==> src/rtl/pe_status_pkg.sv <==
// Package: constants and types for the program/erase status register
// What this block does
// - Bit 7 reads 0 while controller busy, 1 when ready.
// - Status register appears on data lines 7..0 for any read address.
// - Bit 6 set when an erase is paused by suspend awaiting resume.
// - Resume command clears bit 6.
// - Suspend may be ignored if operation finishes; suspend bits valid only when ready.
// - Bit 5 set when maximum erase pulses applied and verify still fails.
// - Bit 5 sticky until clear-status command or hardware reset.
// - Bit 4 set on program, buffered program or unlock code verify failure.
// - Bit 4 sticky until clear-status command or hardware reset.
// - Bit 3 set when program or erase attempted with enable input low.
// - Bit 3 sticky until clear-status command or hardware reset.
// - Bit 2 set when a program is paused by suspend awaiting resume.
// - Resume command clears bit 2.
// - Program or erase on protected block with enable input high is aborted and sets bit 1.
// - Bit 1 sticky until clear-status command or hardware reset.
// - While any error bit is set, new program or erase appears to fail.
// - Bit 0 reads 0 when locked, 1 when unlocked; locked after reset.
// - Variant without password protection reads bit 0 as 1 from the first clock after reset.
`default_nettype none
package pe_status_pkg;
  localparam int STATUS_W = 8;
  localparam int BIT_READY = 7;
  localparam int BIT_ERASE_SUSP = 6;
  localparam int BIT_ERASE_ERR = 5;
  localparam int BIT_PROG_ERR = 4;
  localparam int BIT_ENABLE_LOW = 3;
  localparam int BIT_PROG_SUSP = 2;
  localparam int BIT_PROTECT_VIOL = 1;
  localparam int BIT_UNLOCKED = 0;
  localparam logic [7:0] STATUS_RESET = 8'h80;

  typedef struct packed {
    logic start_program;
    logic start_erase;
    logic suspend;
    logic resume;
    logic clear_status;
    logic lock;
  } command_t;

  typedef struct packed {
    logic done;
    logic paused;
    logic erase_verify_fail;
    logic program_verify_fail;
    logic unlock_ok;
    logic unlock_fail;
  } engine_event_t;

  typedef enum logic [1:0] {
    OP_NONE,
    OP_PROGRAM,
    OP_ERASE
  } op_t;
endpackage
`default_nettype wire

==> src/rtl/sticky_flag.sv <==
// Sticky flag: set has priority over clear
`default_nettype none
module sticky_flag (
  input wire logic core_clk,
  input wire logic rst_n,
  input wire logic set,
  input wire logic clear,
  output logic flag
);
  logic next_flag;
  assign next_flag = set ? 1'b1 : (clear ? 1'b0 : flag);
  always_ff @(posedge core_clk or negedge rst_n) begin
    if (!rst_n) begin
      flag <= 1'b0;
    end else begin
      flag <= next_flag;
    end
  end
endmodule
`default_nettype wire

==> src/rtl/flash_program_erase_status_reg.sv <==
// Status register of the flash program/erase controller
`default_nettype none
module flash_program_erase_status_reg #(
  parameter bit HAS_PASSWORD = 1'b1
) (
  input wire logic core_clk,
  input wire logic rst_n,
  input wire pe_status_pkg::command_t cmd,
  input wire logic program_erase_enable_input,
  input wire logic target_protected,
  input wire pe_status_pkg::engine_event_t engine,
  input wire logic status_read,
  output logic [7:0] data_out,
  output logic data_oe_n,
  output logic engine_start,
  output pe_status_pkg::op_t engine_op,
  output logic engine_suspend,
  output logic engine_resume,
  output logic [7:0] status
);
  ////////////////////////////////////////////////////////////////////////
  // Controller state
  typedef enum logic [2:0] {
    ST_IDLE,
    ST_RUN,
    ST_SUSPENDING,
    ST_PAUSED
  } ctl_state_t;

  ctl_state_t state;
  ctl_state_t next_state;
  pe_status_pkg::op_t op;
  pe_status_pkg::op_t next_op;

  logic erase_err;
  logic prog_err;
  logic enable_low;
  logic protect_viol;
  logic unlocked;
  logic next_unlocked;

  wire any_error = erase_err | prog_err | enable_low | protect_viol;
  wire start_req = (cmd.start_program | cmd.start_erase) && state == ST_IDLE;
  wire start_ok = start_req && program_erase_enable_input && !target_protected && !any_error;
  wire set_enable_low = start_req && !program_erase_enable_input;
  wire set_protect = start_req && program_erase_enable_input && !target_protected ? 1'b0 :
                     start_req && program_erase_enable_input;
  wire running = state == ST_RUN || state == ST_SUSPENDING;
  wire set_erase_err = running && op == pe_status_pkg::OP_ERASE && engine.erase_verify_fail;
  wire set_prog_err = (running && op == pe_status_pkg::OP_PROGRAM && engine.program_verify_fail)
                      || engine.unlock_fail;
  wire resume_req = cmd.resume && state == ST_PAUSED;

  ////////////////////////////////////////////////////////////////////////
  // Next state
  always_comb begin
    next_state = state;
    next_op = op;
    case (state)
      ST_IDLE: begin
        if (start_ok) begin
          next_state = ST_RUN;
          next_op = cmd.start_erase ? pe_status_pkg::OP_ERASE : pe_status_pkg::OP_PROGRAM;
        end
      end
      ST_RUN: begin
        if (engine.done) begin
          next_state = ST_IDLE;
          next_op = pe_status_pkg::OP_NONE;
        end else if (cmd.suspend) begin
          next_state = ST_SUSPENDING;
        end
      end
      ST_SUSPENDING: begin
        // Operation may finish before it pauses; suspend is then dropped
        if (engine.done) begin
          next_state = ST_IDLE;
          next_op = pe_status_pkg::OP_NONE;
        end else if (engine.paused) begin
          next_state = ST_PAUSED;
        end
      end
      ST_PAUSED: begin
        if (resume_req) begin
          next_state = ST_RUN;
        end
      end
      default: begin
        next_state = ST_IDLE;
        next_op = pe_status_pkg::OP_NONE;
      end
    endcase
  end

  assign next_unlocked = !HAS_PASSWORD ? 1'b1 :
                         cmd.lock ? 1'b0 :
                         (engine.unlock_ok ? 1'b1 : unlocked);

  always_ff @(posedge core_clk or negedge rst_n) begin
    if (!rst_n) begin
      state <= ST_IDLE;
      op <= pe_status_pkg::OP_NONE;
      unlocked <= 1'b0;
    end else begin
      state <= next_state;
      op <= next_op;
      unlocked <= next_unlocked;
    end
  end

  ////////////////////////////////////////////////////////////////////////
  // Sticky error flags
  sticky_flag u_erase_err (
    .core_clk(core_clk),
    .rst_n(rst_n),
    .set(set_erase_err),
    .clear(cmd.clear_status),
    .flag(erase_err)
  );
  sticky_flag u_prog_err (
    .core_clk(core_clk),
    .rst_n(rst_n),
    .set(set_prog_err),
    .clear(cmd.clear_status),
    .flag(prog_err)
  );
  sticky_flag u_enable_low (
    .core_clk(core_clk),
    .rst_n(rst_n),
    .set(set_enable_low),
    .clear(cmd.clear_status),
    .flag(enable_low)
  );
  sticky_flag u_protect (
    .core_clk(core_clk),
    .rst_n(rst_n),
    .set(set_protect),
    .clear(cmd.clear_status),
    .flag(protect_viol)
  );

  ////////////////////////////////////////////////////////////////////////
  // Status assembly, registered from next values
  logic [7:0] next_status;
  always_comb begin
    next_status = 8'h00;
    next_status[pe_status_pkg::BIT_READY] = next_state == ST_IDLE || next_state == ST_PAUSED;
    next_status[pe_status_pkg::BIT_ERASE_SUSP] =
      next_state == ST_PAUSED && next_op == pe_status_pkg::OP_ERASE;
    next_status[pe_status_pkg::BIT_PROG_SUSP] =
      next_state == ST_PAUSED && next_op == pe_status_pkg::OP_PROGRAM;
    next_status[pe_status_pkg::BIT_ERASE_ERR] = set_erase_err | (erase_err & ~cmd.clear_status);
    next_status[pe_status_pkg::BIT_PROG_ERR] = set_prog_err | (prog_err & ~cmd.clear_status);
    next_status[pe_status_pkg::BIT_ENABLE_LOW] = set_enable_low | (enable_low & ~cmd.clear_status);
    next_status[pe_status_pkg::BIT_PROTECT_VIOL] = set_protect | (protect_viol & ~cmd.clear_status);
    next_status[pe_status_pkg::BIT_UNLOCKED] = next_unlocked;
  end

  always_ff @(posedge core_clk or negedge rst_n) begin
    if (!rst_n) begin
      status <= pe_status_pkg::STATUS_RESET;
      data_out <= 8'h00;
      data_oe_n <= 1'b1;
    end else begin
      status <= next_status;
      data_out <= next_status;
      data_oe_n <= !status_read;
    end
  end

  ////////////////////////////////////////////////////////////////////////
  // Engine controls
  always_ff @(posedge core_clk or negedge rst_n) begin
    if (!rst_n) begin
      engine_start <= 1'b0;
      engine_op <= pe_status_pkg::OP_NONE;
      engine_suspend <= 1'b0;
      engine_resume <= 1'b0;
    end else begin
      engine_start <= start_ok;
      engine_op <= next_op;
      engine_suspend <= state == ST_RUN && cmd.suspend && !engine.done;
      engine_resume <= resume_req;
    end
  end
endmodule
`default_nettype wire

==> config.mk <==
export PLATFORM = sky130hd
export DESIGN_NAME = flash_program_erase_status_reg
export DESIGN_NICKNAME = d
export VERILOG_FILES = /design/src/rtl/pe_status_pkg.sv /design/src/rtl/sticky_flag.sv /design/src/rtl/flash_program_erase_status_reg.sv
export SDC_FILE = /design/constraint.sdc
export NUM_CORES = 1
export LEC_CHECK = 0
export ABC_CLOCK_PERIOD_IN_PS = 2550
export BUFFER_PORTS_ARGS = -buffer_cell sky130_fd_sc_hd__buf_2
export CORE_UTILIZATION = 45
export CTS_BUF_LIST = sky130_fd_sc_hd__clkbuf_8
export CTS_CLUSTER_DIAMETER = 200
export DETAILED_ROUTE_END_ITERATION = 8
export PLACE_DENSITY = 0.76
export REMOVE_ABC_BUFFERS = 1
export SLEW_MARGIN = 20
export SYNTH_ARGS = -nofsm -noshare
export SYNTH_HDL_FRONTEND = slang
export SYNTH_SLANG_ARGS = --single-unit
export TNS_END_PERCENT = 5
==> constraint.sdc <==
create_clock -name core_clk -period 2.55 [get_ports core_clk]
set_clock_uncertainty 0.2 [all_clocks]
set_input_delay 0.51 -clock core_clk [delete_from_list [all_inputs] [get_ports core_clk]]
set_output_delay 0.51 -clock core_clk [all_outputs]
set_load 0.005 [all_outputs]
==> metrics.md, run 1 <==
| Metric | Value |
|---|---|
| IO buf count | `38` |
| Crit path DAT | `just over 2000 ps` |
| CTS resizes | `0` |
| Met2 Routed Length | `between 700 and 800 um` |
| CTS tree | `built` |
| Regs by FF count | `status (8), state (3), engine_op (2)` |
| Synth top area share | `between 50% and 60%` |
| Critical path cell sequence | `or3_4 -> and4bb_4 -> o22ai_1 -> a22o_1 -> nor3b_1` |
| Setup TNS | `0 ps` |
| Top_reg_cell synth | `dfrtp_1` |
| Initial Utilization | `47.9%` |
| Clock share of power | `36.3%` |
| Number of synthesized register bits | `22` |
| Worst reg2reg startpoint | `state[1]` |
| Run status | `finished, violations left` |
| Post-place instance area | `roughly 1100 um^2` |
| Pwr Density | `a little under 600 nW/um^2` |
| Vias in the first global route | `around 560` |
| Setup WS pre-CTS | `around 510 ps` |
| Clock sink count | `22` |
| Final Slew Violations | `0` |
| Synth warn | `0` |
| DRT Pass-1 Iters | `4` |
| Area growth syn-to-layout | `22.1%` |
| Core ar. | `1960 um^2` |
| Overall Global Routing Usage | `15.1%` |
| Clock root cell | `clkbuf_8` |
| Worst hold slack | `-3.65 ps` |
| Layout cells sized above 1 | `40.7%` |
| Reg2reg setup slack | `490 ps` |
| Met1 wire length | `approximately 750 um` |
| MaxCap Viol Count | `0` |
| Synth top area cells | `dfrtp_1, buf_4, dfstp_2` |
| Total Wirelength | `1620 um` |
| Reg-to-Reg End | `status[6]` |
| Sequential power share | `between 50% and 60%` |
| Hold Vio Cnt, Final | `10` |
| Die H | `between 40 and 50 um` |
| Storage cell area | `553 um^2` |
| Register area share after synthesis | `about three fifths` |
| Worst Path Buf+Inv | `0` |
| CTS Hold Buffers Added | `0` |
| Max incr delay on CP | `460 ps` |
| Mapped Area | `around 940 um^2` |
| CP endpoint kind | `flip-flop` |
| Final Cycle Share | `80.8%` |
| Part of the power in combinational logic | `8.9%` |
| Row count | `16` |
| RePlAce Congestion | `between 0.8 and 0.9` |
| CP max FO | `8` |
| Largest net degree at the start of global routing | `23` |
| Avg Inst Size Synth | `between 10 and 15 um^2` |
| Unrepaired setup endpoints after global routing | `no` |
| DR vias/cell | `4.95` |
| Int Power | `0.528 mW` |
| Crit path to | `status[6]` |
| Die width | `about 48 um` |
| Crit Path Class | `reg2reg` |
| CTS Buffer Depth | `2` |
| Switch Pwr | `0.145 mW` |
| Ports | `39` |
| Post-synth EDFFs | `0` |
| Top cell type by total area after synthesis | `dfrtp_1` |
| Global-route wire length before repair | `2360 um` |
| Nets | `131` |
| Net Sw Frac | `21.5%` |
| Required time of the worst setup path | `2530 ps` |
| Crit-path slowest cell | `dfrtp_1` |
| Hpwl dp | `1190 um` |
| R2r worst-path depth | `5` |
| Number of antenna-violating nets in the routed design | `0` |
| Fin area | `approximately 1100 um^2` |
| VDD IR max | `0.000374 V` |
| Final Core Density | `approximately three fifths` |
| Lkg Pwr | `0.586 nW` |
| Worst path depth | `5` |
| Upper clock frequency limit | `485 MHz` |
| Worst Hold Class | `in2async` |
| Failing checks | `negative hold slack` |
| DR WL met3 | `117 um` |
| N_diodes | `0` |
| Total grt overflow | `0` |
| DRC errors left | `0` |
| H-tree levels | `1` |
| 1st-iter DRT viols | `10` |
| CP startpoint | `state[1]` |
| Reg with most FFs | `status` |
| DR vias | `693` |
| WL per Instance | `~12 um` |
| Postcts setup bufs | `0` |
| DR top layer | `met4` |
| Initial antenna violation count | `0` |
| Largest register FFs | `8` |
| Die footprint | `2270 um^2` |
| Clk slew on worst S/H paths | `about 80 ps` |
| Worst-Skew Late Latency | `~260 ps` |
| Async S/R FF share, synth | `100%` |
| Startpoint types | `flip-flop` |
| Synth cell types | `29` |
| Commonest cells in the synthesized netlist | `dfrtp_1, buf_4, nor2_1` |
| Cell class contributing the biggest share of worst-path delay | `simple AND/OR/NAND/NOR gates` |
| Crit path time final | `between 2000 and 2500 ps` |
| Cells after Synth | `80` |
| Final Worst Setup Slack | `490 ps` |
| CTS buffer count | `3` |
| Filler Cell Count | `between 200 and 250` |
| Finish-stage setup viols | `0` |
| Multi-input logic area | `300 um^2` |
| Top-count cell post-synth | `dfrtp_1` |
-- stage by stage --
| step | power (mW) | instances |
|---|---|---|
| after floorplan | 0.399 | 71 |
| after global placement | 0.435 | 136 |
| after global routing | 0.705 | 140 |
| final | 0.673 | 140 |
| after detailed placement | 0.436 | 136 |
| after CTS | 0.679 | 140 |
-- worst min-delay path by stage --
| stage | endpoint | start | slack (ps) |
|---|---|---|---|
| 3_3_place_gp | u_protect.flag | rst_n | 290 |
| 6_report | u_prog_err.flag | rst_n | -4 |
| 5_1_grt | u_prog_err.flag | rst_n | 40 |
| 2_1_floorplan | data_out[7] | rst_n | 10 |
| 4_1_cts | status[5] | rst_n | 20 |
| 3_5_place_dp | u_prog_err.flag | rst_n | 300 |
-- kinds of logic after synthesis --
family          count (synthesis)  share of synthesized area, %
xor+xnor                        2                          1.86
flops                          22                          58.9
other cells                     1                         0.399
compound gates                 18                          13.6
simple gates                   24                          16.1
buf+inv                        13                          9.19
-- layout make-up --
class,instances,share of cell area (%)
clock buffers,4,4.80
well taps,27,2.94
flip-flops and latches,22,48.2
repair buffers,38,16.6
inverters,4,1.31
multi-input cells,45,26.2
-- layer usage --
metal,global-route usage (%),up-vias
li1,-,340
met1,21.4,322
met2,20.8,27
met3,4.15,4
met4,8.33,0
met5,0,-
-- cell usage in the layout (no fill, tap or decap) --
cell type,Yosys,layout
a21oi_1,3,3
a22o_1,4,4
a31oi_1,1,1
and4b_1,1,1
and4bb_4,1,1
buf_2,0,38
clkbuf_8,0,4
conb_1,1,1
dfrtp_1,20,20
dfstp_2,2,2
inv_1,4,4
nand2_1,3,3
nand2b_1,3,3
nand3b_1,1,1
nor2_1,6,6
nor2b_1,2,2
nor3_1,2,2
nor3b_1,2,2
nor4bb_1,1,1
o21ai_0,2,2
o21ai_1,1,1
o22ai_1,1,1
o2bb2ai_1,2,2
o31ai_1,2,2
o32ai_1,2,2
or2_1,1,1
or3_4,1,1
xnor2_1,1,1
xor2_1,1,1
-- power groups by stage --
stage               clock [mW]  sequential, mW  combinational [mW]
floorplan                    0           0.377              0.0215
CTS                      0.250           0.369              0.0602
detailed placement           0           0.376              0.0599
global placement             0           0.376              0.0590
finish                   0.244           0.369              0.0597
global route             0.264           0.372              0.0692
-- worst reg2reg max path, cell delays in order (launching register included) --
cell	delay, ps
dfrtp_1	460
or3_4	440
and4bb_4	350
o22ai_1	100
a22o_1	220
nor3b_1	210
Power figures use the tool's default switching activity.
==> inputs of run 2 (changes only) <==
--- a/config.mk
+++ b/config.mk
@@ -5,9 +5,10 @@
 export SDC_FILE = /design/constraint.sdc
 export NUM_CORES = 1
 export LEC_CHECK = 0
-export ABC_CLOCK_PERIOD_IN_PS = 2550
+export ABC_AREA = 1
+export ABC_CLOCK_PERIOD_IN_PS = 1800
 export BUFFER_PORTS_ARGS = -buffer_cell sky130_fd_sc_hd__buf_2
-export CORE_UTILIZATION = 45
+export CORE_UTILIZATION = 44
 export CTS_BUF_LIST = sky130_fd_sc_hd__clkbuf_8
 export CTS_CLUSTER_DIAMETER = 200
 export DETAILED_ROUTE_END_ITERATION = 8
==> constraint.sdc (replaced) <==
create_clock -name core_clk -period 1.8 [get_ports core_clk]
set_clock_uncertainty 0.2 [all_clocks]
set_input_delay 0.36 -clock core_clk [delete_from_list [all_inputs] [get_ports core_clk]]
set_output_delay 0.36 -clock core_clk [all_outputs]
set_load 0.005 [all_outputs]
==> run 2 against run 1 <==
  * The run now ends clean
  * Register-to-register slack got worse by 300 ps
  * Flip-flop and latch count stayed put
  * Largest power group unchanged
  * Non-clock buffer count increased by 1
  * Critical endpoint unchanged
  * Clock power is 23% higher
  * Combinational power grew 48%
  * Global-route usage increased by 2.0 points
==> metrics.md, run 2 <==
| Metric | Value |
|---|---|
| Finish-stage setup viols | `0` |
| Non-Filler Instances | `170` |
| Total grt overflow | `0` |
| Compound-Gate Fraction of Synth Area | `5.17%` |
| Worst-Skew Late Latency | `260 ps` |
| 1st-iter DRT viols | `24` |
| Net Sw Frac | `between 20% and 30%` |
| DR vias/cell | `approximately 4.5` |
| DR vias | `~760` |
| Die width | `49.5 um` |
| Pwr Density | `748 nW/um^2` |
| Startpoint types | `flip-flop` |
| Required time of the worst setup path | `1790 ps` |
| Synth top area cells | `dfrtp_1, inv_1, nand2_1` |
| CTS tree | `built` |
| Nets | `161` |
| Die H | `49.5 um` |
| Clock root cell | `clkbuf_8` |
| Die footprint | `2450 um^2` |
| Reg2reg setup slack | `190 ps` |
| Top cell type by total area after synthesis | `dfrtp_1` |
| Mapped Area | `992 um^2` |
| IO buf count | `38` |
| Reg-to-Reg End | `status[6]` |
| Core ar. | `between 2000 and 2500 um^2` |
| VDD IR max | `0.000453 V` |
| R2r worst-path depth | `9` |
| Reg with most FFs | `status` |
| Switch Pwr | `0.203 mW` |
| CTS buffer count | `3` |
| Avg Inst Size Synth | `9.19 um^2` |
| Number of synthesized register bits | `22` |
| Async S/R FF share, synth | `100%` |
| Crit path to | `status[6]` |
| Largest register FFs | `8` |
| RePlAce Congestion | `0.759` |
| Clock sink count | `22` |
| Global-route wire length before repair | `3110 um` |
| Commonest cells in the synthesized netlist | `dfrtp_1, inv_1, nand2_1` |
| Cells after Synth | `108` |
| WL per Instance | `10.4 um` |
| Register area share after synthesis | `between 50 and 60%` |
| Hpwl dp | `about 1400 um` |
| Clock share of power | `approximately a third` |
| Setup TNS | `0 ps` |
| Final Slew Violations | `0` |
| Layout cells sized above 1 | `39.9%` |
| Row count | `16` |
| Storage cell area | `between 500 and 600 um^2` |
| Clk slew on worst S/H paths | `70 ps` |
| Total Wirelength | `1770 um` |
| Upper clock frequency limit | `between 600 and 700 MHz` |
| Lkg Pwr | `0.708 nW` |
| CP endpoint kind | `flip-flop` |
| Int Power | `0.703 mW` |
| Top-count cell post-synth | `dfrtp_1` |
| Hold Vio Cnt, Final | `0` |
| Worst Hold Class | `in2reg` |
| Largest net degree at the start of global routing | `23` |
| Run status | `finished, final reports clean` |
| Most common cell after layout, fill and taps aside | `buf_2` |
| Area growth syn-to-layout | `22.1%` |
| Sequential power share | `57.3%` |
| Post-synthesis mux area share | `0%` |
| Synth warn | `0` |
| H-tree levels | `1` |
| CTS resizes | `0` |
| Top_reg_cell synth | `dfrtp_1` |
| Largest family of logic cells by synthesized area | `simple AND/OR/NAND/NOR gates` |
| Crit path time final | `1610 ps` |
| Ports | `39` |
| Crit path DAT | `about 1600 ps` |
| Simple-gate share of the synthesized area | `~25%` |
| MaxCap Viol Count | `0` |
| Post-Place Cells | `165` |
| Vias in the first global route | `between 700 and 800` |
| Synth cell types | `19` |
| Multi-input logic area | `308 um^2` |
| N_diodes | `0` |
| Crit Path Class | `reg2reg` |
| Filler Cell Count | `a little over 200` |
| CP max FO | `4` |
| Part of the power in combinational logic | `9.8%` |
| Synth top area share | `50.4%` |
| Unrepaired setup endpoints after global routing | `no` |
| CTS Buffer Depth | `2` |
| Worst hold slack | `5.95 ps` |
| Final Cycle Share | `approximately nine tenths` |
| DRC errors left | `0` |
| CP startpoint | `state[1]` |
| Post-synth EDFFs | `0` |
| Regs by FF count | `status (8), state (3), engine_op (2)` |
| DRT Pass-1 Iters | `4` |
| Most frequent cells in the layout | `buf_2, dfrtp_1, inv_1, nand2_1, nor2_1` |
| Initial antenna violation count | `0` |
| Worst reg2reg startpoint | `state[1]` |
| Overall Global Routing Usage | `17.1%` |
| Post-Synth XOR/XNOR Area | `less than 1%` |
| Post-synthesis adder-cell area fraction | `0%` |
| Initial Utilization | `48.6%` |
| Number of antenna-violating nets in the routed design | `0` |
run 2: cell types whose count changed after synthesis, moves of 3 or more:
cell,before,now
a21oi_1,3,0
a22o_1,4,0
inv_1,4,18
nand2_1,3,18
nand2_2,0,3
nand2b_1,3,0
nand3_1,0,8
nor2_1,6,9
nor2_2,0,4
o21ai_0,2,6
run 2: logic make-up (layout without fill, tap and decap cells):
| logic type | Yosys count | after routing |
|---|---|---|
| xor gates and xnor gates | 1 | 1 |
| DFF | 22 | 22 |
| and+or+nand+nor | 48 | 48 |
| AOI/OAI and AO/OA | 9 | 9 |
| other | 1 | 1 |
| buffers and inverters | 27 | 62 |
run 2: through the flow:
step | worst slack, ps | cell area, um^2 | total power [mW] | utilization (%)
2_1_floorplan | 336 | 932 | 0.565 | -
3_3_place_gp | 146 | 1160 | 0.614 | 56.6
3_5_place_dp | 123 | 1160 | 0.617 | 56.6
4_1_cts | 178 | 1210 | 0.919 | 59.3
5_1_grt | 58.2 | 1210 | 0.945 | 59.3
6_report | 194 | 1210 | 0.906 | 59.3
run 2: how the worst min path moves through the flow:
stage | startpoint | end | cells past startpoint
5_1_grt | status_read | data_oe_n | 2
2_1_floorplan | rst_n | data_out[7] | 0
3_3_place_gp | rst_n | u_prog_err.flag | 1
3_5_place_dp | rst_n | u_prog_err.flag | 1
6_report | status_read | data_oe_n | 2
4_1_cts | status_read | data_oe_n | 2
run 2: worst max-delay path: stages, from the launching register on:
cell and delay [ps]:
dfrtp_1 420, nor2_2 170, nand2_1 90, nand2_1 130
nand2_1 80, nor2_1 120, nor2_2 80, nor2_4 80
nand3_1 70, nor2_1 100
run 2: layer usage:
| layer | share of wire [%] | track usage [%] | routed length [um] |
|---|---|---|---|
| met1 | 42 | 18.3 | 742 |
| met2 | 52 | 32.0 | 925 |
| met3 | 3.2 | 2.78 | 57 |
| met4 | 2.2 | 8.57 | 39 |
| met5 | 0 | 0 | 0 |
run 2: cell type report:
type,instances,share of cell area [%]
clock buffer,3,3.41
clock inverter,1,0.310
inverter,19,5.89
multi-input combinational,59,25.4
sequential,22,45.7
tap,27,2.79
timing repair buffer,39,16.5
run 2: power groups by stage:
stage / Sequential, mW / Combinational (mW) / Clock, mW
after floorplan: 0.531 / 0.0342 / 0
after global placement: 0.528 / 0.0861 / 0
after detailed placement: 0.529 / 0.0879 / 0
after CTS: 0.519 / 0.0898 / 0.310
after global routing: 0.520 / 0.102 / 0.323
final: 0.519 / 0.0884 / 0.299
run 2: repair_timing:
item	CTS	global route
buffers inserted	0	0
endpoints found under the hold margin	20	0
hold buffers	1	0
